[src/shared/pfc_cfg.svh]
// constants for the processor thermal configuration register bank
`ifndef PFC_CFG_SVH
`define PFC_CFG_SVH

// register indices, byte address is four times the index
`define PFC_IDX_REMOTE1     8'h25
`define PFC_IDX_CPU_READING 8'h33
`define PFC_IDX_CPU_CFG     8'h36
`define PFC_IDX_DUTY1       8'h38
`define PFC_IDX_DUTY2       8'h39
`define PFC_IDX_DUTY3       8'h3A
`define PFC_IDX_START_THR   8'h3B
`define PFC_IDX_GEN_CFG1    8'h40

// reset values
`define PFC_RST_CPU_CFG     8'h00
`define PFC_RST_DUTY        8'hFF
`define PFC_RST_START_THR   8'hE0
`define PFC_RST_READING     8'h80
`define PFC_RST_GEN_CFG1    8'h00

// field positions
`define PFC_CFG_AVG_LSB     0
`define PFC_CFG_AVG_MSB     2
`define PFC_CFG_DOM_BIT     3
`define PFC_CFG_SWAP_BIT    4
`define PFC_CFG_USED_MASK   8'h1F
`define PFC_GEN_LOCK_BIT    1
`define PFC_AVG_RESERVED    3'h7

// timing
`define PFC_BITS_PER_READ   67
`define PFC_IDLE_GAP_NS     14000
`define PFC_CLK_PERIOD_NS   10
`define PFC_IDLE_CYCLES     ((`PFC_IDLE_GAP_NS + `PFC_CLK_PERIOD_NS - 1) / `PFC_CLK_PERIOD_NS)

`endif

[src/shared/pfc_pkg.sv]
// types for the processor thermal configuration register bank
package pfc_pkg;
   typedef enum logic [0:0] {
      PFC_BITS = 1'b0,
      PFC_GAP = 1'b1
   } pfc_phase_e;
endpackage : pfc_pkg

[src/verilog/pfc_regs.sv]
// processor thermal configuration and fan limit register bank with apb slave
//
// Local design decision: the APB register port.
`timescale 1ns/100ps
`include "pfc_cfg.svh"

// Overview of operation
// - averaging code 000..110 selects 16,2048..65536 readings; 111 reserved
// - processor result register updates once per smoothing interval
// - each reading 67 bit times per cpu; interval is readings times cycle length
// - a 14 us idle gap follows each read cycle and counts in the interval
// - bit 3 flags single (0) or dual (1) domain first cpu
// - bit 4 swaps remote-1 and first processor reading registers
// - swap also moves the processor start request from cpu_fan_start to remote1_fan_start
// - lock bit makes configuration and limit registers ignore writes
// - three duty ceilings cap their fan drives, reset 0xFF
// - measurement above start threshold requests fan start at minimum duty
// - start threshold resets to 0xE0, -32 degrees
// - processor configuration resets to 0x00
// - first processor reading register returns the eight bit client value
module pfc_regs #(
   parameter int BIT_CYC_W = 16,
   parameter int CYC_CNT_W = 32
) (
   input wire logic sys_clk,
   input wire logic rstn,
   input wire logic psel,
   input wire logic penable,
   input wire logic pwrite,
   input wire logic [11:0] paddr,
   input wire logic [31:0] pwdata,
   output logic [31:0] prdata,
   output logic pready,
   output logic pslverr,
   input wire logic [BIT_CYC_W-1:0] cpu_bit_cycles,
   input wire logic [1:0] cpu_count_minus1,
   input wire logic [7:0] cpu_sample,
   input wire logic [7:0] remote1_temp,
   input wire logic [7:0] fan_drive_1_request,
   input wire logic [7:0] fan_drive_2_request,
   input wire logic [7:0] fan_drive_3_request,
   output logic [7:0] fan_drive_1,
   output logic [7:0] fan_drive_2,
   output logic [7:0] fan_drive_3,
   output logic cpu1_domain_count,
   output logic swap_active,
   output logic cpu_read_start,
   output logic cpu_fan_start,
   output logic remote1_fan_start,
   output logic reading_update
);

   // ---------------------------------------------------------------
   // register storage
   // ---------------------------------------------------------------
   logic [4:0] cpu_cfg_reg;
   logic [7:0] duty_ceiling_reg [3];
   logic [7:0] start_thr_reg;
   logic lock_reg;
   logic [2:0] avg_eff_reg;
   logic [7:0] first_cpu_reading_reg;
   logic [31:0] prdata_reg;
   logic err_reg;
   logic [7:0] fan_drive_reg [3];

   logic [7:0] idx;
   logic setup;
   logic wr_en;
   logic [7:0] wbyte;
   logic [7:0] req [3];

   assign idx = paddr[9:2];
   assign setup = psel && !penable;
   assign wr_en = psel && penable && pwrite && !lock_reg;
   assign wbyte = pwdata[7:0];
   assign req[0] = fan_drive_1_request;
   assign req[1] = fan_drive_2_request;
   assign req[2] = fan_drive_3_request;

   // swapped views of the two exchanged channels
   logic [7:0] remote1_view;
   logic [7:0] cpu_view;
   assign remote1_view = cpu_cfg_reg[`PFC_CFG_SWAP_BIT] ? first_cpu_reading_reg
                                                          : remote1_temp;
   assign cpu_view = cpu_cfg_reg[`PFC_CFG_SWAP_BIT] ? remote1_temp
                                                      : first_cpu_reading_reg;

   // ---------------------------------------------------------------
   // processor configuration
   // ---------------------------------------------------------------
   always_ff @(posedge sys_clk or negedge rstn) begin
      if (!rstn) begin
         cpu_cfg_reg <= 5'(`PFC_RST_CPU_CFG);
      end else if (wr_en && idx == `PFC_IDX_CPU_CFG) begin
         cpu_cfg_reg <= wbyte[4:0];
      end
   end

   // reserved averaging code leaves the active selection unchanged
   always_ff @(posedge sys_clk or negedge rstn) begin
      if (!rstn) begin
         avg_eff_reg <= 3'h0;
      end else if (cpu_cfg_reg[`PFC_CFG_AVG_MSB:`PFC_CFG_AVG_LSB] != `PFC_AVG_RESERVED) begin
         avg_eff_reg <= cpu_cfg_reg[`PFC_CFG_AVG_MSB:`PFC_CFG_AVG_LSB];
      end
   end

   assign cpu1_domain_count = cpu_cfg_reg[`PFC_CFG_DOM_BIT];
   assign swap_active = cpu_cfg_reg[`PFC_CFG_SWAP_BIT];

   // ---------------------------------------------------------------
   // lock and start threshold
   // ---------------------------------------------------------------
   always_ff @(posedge sys_clk or negedge rstn) begin
      if (!rstn) begin
         lock_reg <= 1'b0;
      end else if (psel && penable && pwrite && idx == `PFC_IDX_GEN_CFG1
                   && pwdata[`PFC_GEN_LOCK_BIT]) begin
         lock_reg <= 1'b1;
      end
   end

   always_ff @(posedge sys_clk or negedge rstn) begin
      if (!rstn) begin
         start_thr_reg <= `PFC_RST_START_THR;
      end else if (wr_en && idx == `PFC_IDX_START_THR) begin
         start_thr_reg <= wbyte;
      end
   end

   // ---------------------------------------------------------------
   // duty ceilings and capped fan drives
   // ---------------------------------------------------------------
   for (genvar g = 0; g < 3; g++) begin : g_fan
      always_ff @(posedge sys_clk or negedge rstn) begin
         if (!rstn) begin
            duty_ceiling_reg[g] <= `PFC_RST_DUTY;
         end else if (wr_en && idx == 8'(`PFC_IDX_DUTY1 + g)) begin
            duty_ceiling_reg[g] <= wbyte;
         end
      end

      always_ff @(posedge sys_clk or negedge rstn) begin
         if (!rstn) begin
            fan_drive_reg[g] <= `PFC_RST_DUTY;
         end else if (req[g] > duty_ceiling_reg[g]) begin
            fan_drive_reg[g] <= duty_ceiling_reg[g];
         end else begin
            fan_drive_reg[g] <= req[g];
         end
      end
   end

   assign fan_drive_1 = fan_drive_reg[0];
   assign fan_drive_2 = fan_drive_reg[1];
   assign fan_drive_3 = fan_drive_reg[2];

   // ---------------------------------------------------------------
   // automatic control start comparison
   // ---------------------------------------------------------------
   logic cpu_fan_start_reg;
   logic remote1_fan_start_reg;
   always_ff @(posedge sys_clk or negedge rstn) begin
      if (!rstn) begin
         cpu_fan_start_reg <= 1'b0;
         remote1_fan_start_reg <= 1'b0;
      end else begin
         // threshold follows whichever channel holds the processor data
         cpu_fan_start_reg <= $signed(cpu_view) > $signed(start_thr_reg) &&
                              !cpu_cfg_reg[`PFC_CFG_SWAP_BIT];
         remote1_fan_start_reg <= $signed(remote1_view) > $signed(start_thr_reg) &&
                                  cpu_cfg_reg[`PFC_CFG_SWAP_BIT];
      end
   end
   assign cpu_fan_start = cpu_fan_start_reg;
   assign remote1_fan_start = remote1_fan_start_reg;

   // ---------------------------------------------------------------
   // read cycle timing
   // ---------------------------------------------------------------
   pfc_pkg::pfc_phase_e phase_reg;
   logic [CYC_CNT_W-1:0] cyc_cnt_reg;
   logic [CYC_CNT_W-1:0] bits_len;
   logic [CYC_CNT_W-1:0] gap_len;
   logic cycle_end;

   assign bits_len = CYC_CNT_W'(`PFC_BITS_PER_READ) * CYC_CNT_W'(cpu_bit_cycles)
                     * (CYC_CNT_W'(cpu_count_minus1) + CYC_CNT_W'(1));
   assign gap_len = CYC_CNT_W'(`PFC_IDLE_CYCLES);
   assign cycle_end = phase_reg == pfc_pkg::PFC_GAP && cyc_cnt_reg >= gap_len - 1'b1;

   always_ff @(posedge sys_clk or negedge rstn) begin
      if (!rstn) begin
         phase_reg <= pfc_pkg::PFC_BITS;
         cyc_cnt_reg <= '0;
      end else begin
         case (phase_reg)
            pfc_pkg::PFC_BITS: begin
               if (cyc_cnt_reg >= bits_len - 1'b1) begin
                  phase_reg <= pfc_pkg::PFC_GAP;
                  cyc_cnt_reg <= '0;
               end else begin
                  cyc_cnt_reg <= cyc_cnt_reg + 1'b1;
               end
            end
            pfc_pkg::PFC_GAP: begin
               if (cycle_end) begin
                  phase_reg <= pfc_pkg::PFC_BITS;
                  cyc_cnt_reg <= '0;
               end else begin
                  cyc_cnt_reg <= cyc_cnt_reg + 1'b1;
               end
            end
            default: begin
               phase_reg <= pfc_pkg::PFC_BITS;
               cyc_cnt_reg <= '0;
            end
         endcase
      end
   end

   assign cpu_read_start = phase_reg == pfc_pkg::PFC_BITS && cyc_cnt_reg == '0;

   // ---------------------------------------------------------------
   // smoothing accumulator
   // ---------------------------------------------------------------
   logic [16:0] read_cnt_reg;
   logic signed [24:0] acc_reg;
   logic signed [24:0] acc_sum;
   logic [16:0] read_target;
   logic [4:0] avg_shift;
   logic upd_reg;

   always_comb begin
      read_target = 17'h00010;
      avg_shift = 5'h04;
      case (avg_eff_reg)
         3'h0: begin read_target = 17'h00010; avg_shift = 5'h04; end
         3'h1: begin read_target = 17'h00800; avg_shift = 5'h0B; end
         3'h2: begin read_target = 17'h01000; avg_shift = 5'h0C; end
         3'h3: begin read_target = 17'h02000; avg_shift = 5'h0D; end
         3'h4: begin read_target = 17'h04000; avg_shift = 5'h0E; end
         3'h5: begin read_target = 17'h08000; avg_shift = 5'h0F; end
         3'h6: begin read_target = 17'h10000; avg_shift = 5'h10; end
         default: begin read_target = 17'h00010; avg_shift = 5'h04; end
      endcase
   end

   assign acc_sum = acc_reg + 25'(signed'(cpu_sample));

   always_ff @(posedge sys_clk or negedge rstn) begin
      if (!rstn) begin
         read_cnt_reg <= '0;
         acc_reg <= '0;
         first_cpu_reading_reg <= `PFC_RST_READING;
         upd_reg <= 1'b0;
      end else begin
         upd_reg <= 1'b0;
         if (cycle_end) begin
            if (read_cnt_reg >= read_target - 1'b1) begin
               first_cpu_reading_reg <= 8'(acc_sum >>> avg_shift);
               acc_reg <= '0;
               read_cnt_reg <= '0;
               upd_reg <= 1'b1;
            end else begin
               acc_reg <= acc_sum;
               read_cnt_reg <= read_cnt_reg + 1'b1;
            end
         end
      end
   end
   assign reading_update = upd_reg;

   // ---------------------------------------------------------------
   // apb read path
   // ---------------------------------------------------------------
   logic [7:0] rd_byte;
   logic hit;
   always_comb begin
      rd_byte = 8'h00;
      hit = 1'b1;
      case (idx)
         `PFC_IDX_REMOTE1: rd_byte = remote1_view;
         `PFC_IDX_CPU_READING: rd_byte = cpu_view;
         `PFC_IDX_CPU_CFG: rd_byte = {3'h0, cpu_cfg_reg};
         `PFC_IDX_DUTY1: rd_byte = duty_ceiling_reg[0];
         `PFC_IDX_DUTY2: rd_byte = duty_ceiling_reg[1];
         `PFC_IDX_DUTY3: rd_byte = duty_ceiling_reg[2];
         `PFC_IDX_START_THR: rd_byte = start_thr_reg;
         `PFC_IDX_GEN_CFG1: rd_byte = 8'(lock_reg) << `PFC_GEN_LOCK_BIT;
         default: hit = 1'b0;
      endcase
      if (paddr[11:10] != 2'h0 || paddr[1:0] != 2'h0) begin
         hit = 1'b0;
      end
   end

   always_ff @(posedge sys_clk or negedge rstn) begin
      if (!rstn) begin
         prdata_reg <= '0;
         err_reg <= 1'b0;
      end else if (setup) begin
         prdata_reg <= hit ? {24'h000000, rd_byte} : 32'h00000000;
         err_reg <= !hit;
      end
   end

   assign prdata = prdata_reg;
   assign pready = 1'b1;
   assign pslverr = psel && penable && err_reg;

endmodule : pfc_regs

[config.mk]
export PLATFORM = sky130hd
export DESIGN_NAME = pfc_regs
export DESIGN_NICKNAME = d
export VERILOG_FILES = /design/src/shared/pfc_pkg.sv /design/src/verilog/pfc_regs.sv
export VERILOG_INCLUDE_DIRS = /design/src /design/src/shared
export SDC_FILE = /design/constraint.sdc
export NUM_CORES = 1
export LEC_CHECK = 0
export BUFFER_PORTS_ARGS = -buffer_cell sky130_fd_sc_hd__buf_4
export CORE_MARGIN = 4
export CORE_UTILIZATION = 50
export CTS_CLUSTER_DIAMETER = 50
export DETAILED_ROUTE_END_ITERATION = 12
export GPL_TIMING_DRIVEN = 1
export PLACE_DENSITY = 0.79
export SLEW_MARGIN = 0
export SYNTH_ARGS = -nofsm -noshare
export SYNTH_HDL_FRONTEND = slang
export SYNTH_SLANG_ARGS = --single-unit
[constraint.sdc]
create_clock -name sys_clk -period 4.6 [get_ports sys_clk]
set_clock_uncertainty 0.2 [all_clocks]
set_input_delay 0.46 -clock sys_clk [delete_from_list [all_inputs] [get_ports sys_clk]]
set_output_delay 0.46 -clock sys_clk [all_outputs]
set_load 0.005 [all_outputs]
==> run metrics, run 1 <==
status=finished, violations left; failing checks=setup timing; CP dominant cell by count=ha_4; Max Clk Rate=135 MHz; WHS=43.4 ps; die height=about 180 um; effective utilization at floorplan=50.8%; top cells by area, synth=dfrtp_1, ha_1, dfstp_2; Main synth FF type=dfrtp_1; critical path class=primary input to register; worst reg2reg path depth=12; worst path required time=approximately 4700 ps; CTS clock-pin slew for the worst setup and hold paths=~60 ps; power density over cell area=462 nW/um^2; post-synthesis async set-or-reset flop share=100%; Ys Warns=0; vias per inst=5.65; WL met1=16300 um; Final Cell Area=between 15000 and 20000 um^2; period utilization=161%; n_diodes=0; max reg flops=32; Final Slew Violations=0; Worst IR Drop VDD=0.359 mV; Crit. End Element=register; synth unique cells=80; RSZ-0062 raised after global routing=yes; DRT Pass-1 Iters=6; Post-Syn Area=around 15000 um^2; Nets=between 2000 and 2500; reg-to-reg slack, setup=410 ps; Yosys top cell area share=17.8%; hpwl dp=29800 um; remaining global-route overflow=0; Setup TNS=-90950 ps; commonest non-fill, non-tap cell in the layout=buf_4; CP top delay family=adder cells; CP Launch Type=primary input; vias in the first global route=~14000; All-Layer GR Usage=a little under a quarter; die area=33100 um^2; DR vias=approximately 14000; most area-hungry cell type in the Yosys netlist=dfrtp_1; routed wl met3=1770 um; number of buffers on the longest clock path=2; Sw Ratio=roughly two fifths; total of max-cap violations=0; Critical path origin=cpu_bit_cycles[8]; NetSw=between 3 and 4 mW; area of the multi-input gates=10700 um^2; Seq/Total Area, Yosys=26.9%; worst path bufs/invs=6; FF+latch count, synth=160; antenna violations before repair=0; Worst path depth=37; Area Growth Syn to Fin=22.8%; Pint=roughly 5.1 mW; number of synthesized flops with an enable pin=0; H-tree depth=4; clock root cell=clkbuf_16; Reg-to-Reg End=first_cpu_reading_reg[6]$_DFFE_PN0P_; Hold/Removal Path Class=primary input to register; crit path DAT=about 7500 ps; Max transition margin=34.9%; Post-DP Area=between 15000 and 20000 um^2; total core area=approximately 30000 um^2; CTS tree=done; Die Width=182 um; Synth Area per Inst=between 8 and 9 um^2; CP max stage delay=510 ps; Iteration-0 DRC Markers=between 900 and 1000; Pleak=~9 nW; DR top layer=met4; total wire length=about 38000 um; DRC=0; Clock Latency Late Sink=440 ps; register share of total power=roughly 17%; Gate Count Post-Synth=1775; first-pass GRT wire length=between 60000 and 70000 um; Antenna Nets Post-Route=0; Slowest-stage cell, CP=fa_1; io pins=171; filler cell count=between 2000 and 2500; Tot Pwr=around 8.6 mW; Num CTS Buffers=17; fin util=roughly 62%; Final Wtd Congestion=slightly above 0.9; average wire per standard cell=~16 um; CTS Sinks=160; CP Max Fanout=8; final worst slack=-2810 ps; Clk pwr share=~16%; Row Count=between 60 and 70; largest net degree at the start of global routing=around 110; Tmin final=between 7000 and 8000 ps; wire length on met2=19700 um; Comb power frac=approximately two thirds; final hold viol count=0; FF-to-FF Start=avg_eff_reg[1]$_DFFE_PN0P_; commonest cells after routing, fill and taps aside=buf_4, nand2_1, ha_1; fraction of layout cells with a size suffix above 1=24.7%; Storage cell area=4070 um^2; Setup Viol. Count Final=33; IO buf count=121; critical path endpoint=cyc_cnt_reg[11]$_DFF_PN0_; Slew @ Worst Pin=about 1000 ps
-- stage by stage --
stage,cells,setup WS (ps)
2_1_floorplan,1798,-2610
3_3_place_gp,2375,-3020
3_5_place_dp,2375,-3370
4_1_cts,2414,-2750
5_1_grt,2422,-3190
6_report,2422,-2810
-- cells by family after synthesis --
group / share of synthesized area (%)
XOR/XNOR: 5.72
flip-flops: 26.9
other: 0.0496
buffers and inverters: 6.69
multiplexers: 4.28
adder cells (fa/ha/maj): 21.6
AO/OA/AOI/OAI: 17.4
AND/OR/NAND/NOR: 17.5
-- how the worst min path moves through the flow --
stage	start	end	slack [ps]	cells after the start
after global routing	fan_drive_2_request[1]	fan_drive_2[1]$_DFF_PN1_	40	3
after global placement	acc_reg[3]$_DFFE_PN0P_	acc_reg[3]$_DFFE_PN0P_	260	2
after detailed placement	err_reg$_DFFE_PN0P_	err_reg$_DFFE_PN0P_	270	1
after floorplan	rstn	acc_reg[0]$_DFFE_PN0P_	-40	0
after CTS	fan_drive_1_request[7]	fan_drive_1[7]$_DFF_PN1_	30	3
final	fan_drive_1_request[7]	fan_drive_1[7]$_DFF_PN1_	40	3
-- synth_stat cells (25+ instances only) --
master	instances
nand4_1	28
dfrtp_1	108
dfstp_2	52
nor2_1	108
nor3_1	46
xnor2_1	51
nand3_1	43
mux2_2	42
nand2_1	204
clkbuf_1	45
o21ai_0	148
nand2b_1	39
ha_1	210
inv_1	158
a21oi_1	90
buf_4	25
a21o_1	31
xor2_1	46
fa_1	32
-- metal layers --
| layer | track usage, % | vias up |
|---|---|---|
| li1 | - | 6702 |
| met1 | 28.0 | 6531 |
| met2 | 41.2 | 391 |
| met3 | 3.19 | 56 |
| met4 | 6.66 | 0 |
| met5 | 0 | - |
-- power by group through the flow --
| stage | Combinational, mW | Clock (mW) | Sequential (mW) |
|---|---|---|---|
| floorplan | 3.47 | 0 | 1.51 |
| global placement | 5.18 | 0 | 1.52 |
| detailed placement | 5.35 | 0 | 1.52 |
| CTS | 5.54 | 1.42 | 1.49 |
| global route | 6.42 | 1.47 | 1.50 |
| finish | 5.71 | 1.39 | 1.49 |
-- cell type report --
class                           count  share of cell area [%]
Timing Repair Buffer              280                    11.7
Multi-Input combinational cell   1399                    57.4
Inverter                          161                    3.25
Tap cell                          390                    2.62
Sequential cell                   160                    21.9
Clock inverter                     13                   0.672
Clock buffer                       19                    2.43
-- worst register-to-register path, stage by stage (launching register included) --
cell,delay (ps)
dfrtp_1,620
nand2_1,310
nor2_1,290
inv_1,180
ha_1,330
o2111a_1,270
a221oi_1,520
nand2_1,140
nand2_1,120
clkinv_1,470
o21ai_0,320
a311oi_1,110
a22o_1,200
-- repair_timing --
item | CTS | global route
pin swaps | 12 | 27
gates cloned | 1 | 2
resized for setup | 27 | 14
hold endpoints to repair | 42 | 0
buffers inserted | 6 | 7
setup endpoints to repair | 33 | 33
hold buffers | 1 | 0
No activity file was read; power rests on OpenSTA's default activity.
==> run 2, diff against run 1 <==
- GPL_TIMING_DRIVEN: 1 -> 0
- SLEW_MARGIN: 0 -> not set
==> run 2 against run 1 <==
  * The run still ends with setup timing left
  * Wire length is 3.7% higher
  * Cell count is 1.9% lower
  * Combinational power fell by 14%
  * Register-to-register slack lost 50 ps
  * Sequential power is essentially flat
  * Worst setup slack got worse by 24 ps
  * Utilization fell by 1.4 points
  * Global-route usage grew 1.1 points
  * Hold slack improved by 4.7 ps
  * Die area unchanged
  * Non-clock buffer count is 46 lower
  * Power fell by 9.7%
  * Critical path type unchanged
  * Critical endpoint is now cyc_cnt_reg[10]$_DFF_PN0_
==> run metrics, run 2 (synthesis gave the netlist of run 1 again) <==
status=finished, violations left; failing checks=setup timing; RSZ-0062 raised after global routing=yes; DP Cell Count=around 2300; power density over cell area=427 nW/um^2; commonest cells after routing, fill and taps aside=nand2_1, ha_1, buf_4; fraction of layout cells with a size suffix above 1=20.6%; worst path required time=around 4700 ps; register share of total power=a little under a fifth; DRC=0; CTS Sinks=160; IO buf count=between 100 and 150; vias in the first global route=around 14000; Setup Viol. Count Final=33; Worst IR Drop VDD=~0.38 mV; pre-CTS WS=-3520 ps; io pins=171; NetSw=approximately 3.3 mW; hpwl dp=between 30000 and 40000 um; commonest non-fill, non-tap cell in the layout=nand2_1; clock root cell=clkbuf_16; Max Clk Rate=between 100 and 150 MHz; Row Count=63; number of buffers on the longest clock path=2; first-pass GRT wire length=about 66000 um; total core area=29800 um^2; die height=~180 um; Iteration-0 DRC Markers=998; critical path class=primary input to register; Max transition margin=between 10% and 20%; Num CTS Buffers=17; CP Max Fanout=10; max reg flops=32; Pint=around 4.5 mW; Clk pwr share=17.5%; average wire per standard cell=between 15 and 20 um; Nets=around 2300; crit path DAT=about 7500 ps; total of max-cap violations=0; Antenna Nets Post-Route=0; DR vias=~14000; effective utilization at floorplan=approximately half; Crit. End Element=register; CP max stage delay=~530 ps; WHS=48.1 ps; Comb power frac=around 63%; CP Launch Type=primary input; Tmin final=~7400 ps; n_diodes=0; die area=~33000 um^2; Clock Latency Late Sink=between 400 and 500 ps; Slew @ Worst Pin=about 1200 ps; DRT Pass-1 Iters=6; vias per inst=5.77; largest net degree at the start of global routing=about 120; Sw Ratio=between 40% and 50%; H-tree depth=4; antenna violations before repair=0; filler cell count=2518; All-Layer GR Usage=approximately a quarter; Final Wtd Congestion=between 0.9 and 1; final worst slack=-2830 ps; CTS clock-pin slew for the worst setup and hold paths=70 ps; total wire length=~40000 um; Final Slew Violations=0; fin util=61.0%; period utilization=162%; Hold/Removal Path Class=primary input to register; Slowest-stage cell, CP=fa_1; Area Growth Syn to Fin=20.0%; Die Width=around 180 um; Non-Filler Instances=about 2400; Pleak=8.56 nW; Tot Pwr=between 7 and 8 mW; final hold viol count=0; remaining global-route overflow=0; CTS tree=done
[run 2: changes by cell type in the layout (fill, tap and decap cells not counted), moves of 4 or more]
cell | previous run | this run
buf_1 | 0 | 4
buf_4 | 270 | 172
clkbuf_1 | 0 | 46
ha_1 | 193 | 189
[run 2: worst max-delay path, delay by kind of cell]
kind,cells,cell delay [ps]
AOI/OAI and AO/OA,8,1950
adders and majority gates,8,2540
and+or+nand+nor,11,1730
buffers and inverters,7,600
xor gates and xnor gates,1,200
[run 2: cell type report]
| class | count | area (um^2) | share of cell area (%) |
|---|---|---|---|
| buffer | 78 | 433 | 2.38 |
| tap | 390 | 488 | 2.68 |
| clock buffer | 20 | 447 | 2.46 |
| multi-input combinational | 1399 | 10800 | 59.2 |
| sequential | 160 | 4070 | 22.4 |
| inverter | 161 | 606 | 3.33 |
| clock inverter | 12 | 110 | 0.606 |
| timing repair buffer | 156 | 1270 | 6.98 |
[run 2: path summary, 6_finish.rpt]
check / startpoint / end / slack, ps / cells after the start
worst max-delay path: cpu_bit_cycles[3] / cyc_cnt_reg[10]$_DFF_PN0_ / -2830 / 35
worst min-delay path: fan_drive_2_request[4] / fan_drive_2[4]$_DFF_PN1_ / 50 / 3
worst max register to register: avg_eff_reg[0]$_DFFE_PN0P_ / first_cpu_reading_reg[0]$_DFFE_PN0P_ / 360 / 14
worst min register to register: acc_reg[13]$_DFFE_PN0P_ / acc_reg[13]$_DFFE_PN0P_ / 280 / 2
max in group asynchronous: rstn / cyc_cnt_reg[11]$_DFF_PN0_ / 2970 / 3
min in group asynchronous: rstn / acc_reg[21]$_DFFE_PN0P_ / 320 / 2
[run 2: metrics by stage]
| step | instance area (um^2) | setup TNS, ps |
|---|---|---|
| after floorplan | 15600 | -84970 |
| after global placement | 17000 | -113090 |
| after detailed placement | 17000 | -115020 |
| after CTS | 18100 | -91640 |
| after global routing | 18200 | -103220 |
| final | 18200 | -92550 |
[run 2: power groups by stage]
stage          Clock (mW)  Combinational, mW  Sequential [mW]
6_report             1.36               4.91             1.49
5_1_grt              1.44               5.57             1.50
4_1_cts              1.38               4.69             1.49
3_5_place_dp            0               4.34             1.52
3_3_place_gp            0               4.19             1.52
2_1_floorplan           0               3.47             1.51
[run 2: repair_timing]
action                                  CTS  global route
gates cloned                              2             0
setup buffers                            28             4
resized for setup                        35            19
hold endpoints to repair                 44             0
hold buffers                              1             0
endpoints found under the setup margin   46            49
pin swaps                                37            15
[run 2: routing by layer]
metal	routed length (um)	vias up	share of wire [%]	GRT usage, %
met5	0	-	0	0
met4	1150	0	2.9	8.14
met3	2370	81	5.9	3.21
met2	20200	479	51	42.8
met1	16200	6527	41	29.2
li1	-	6622	-	-
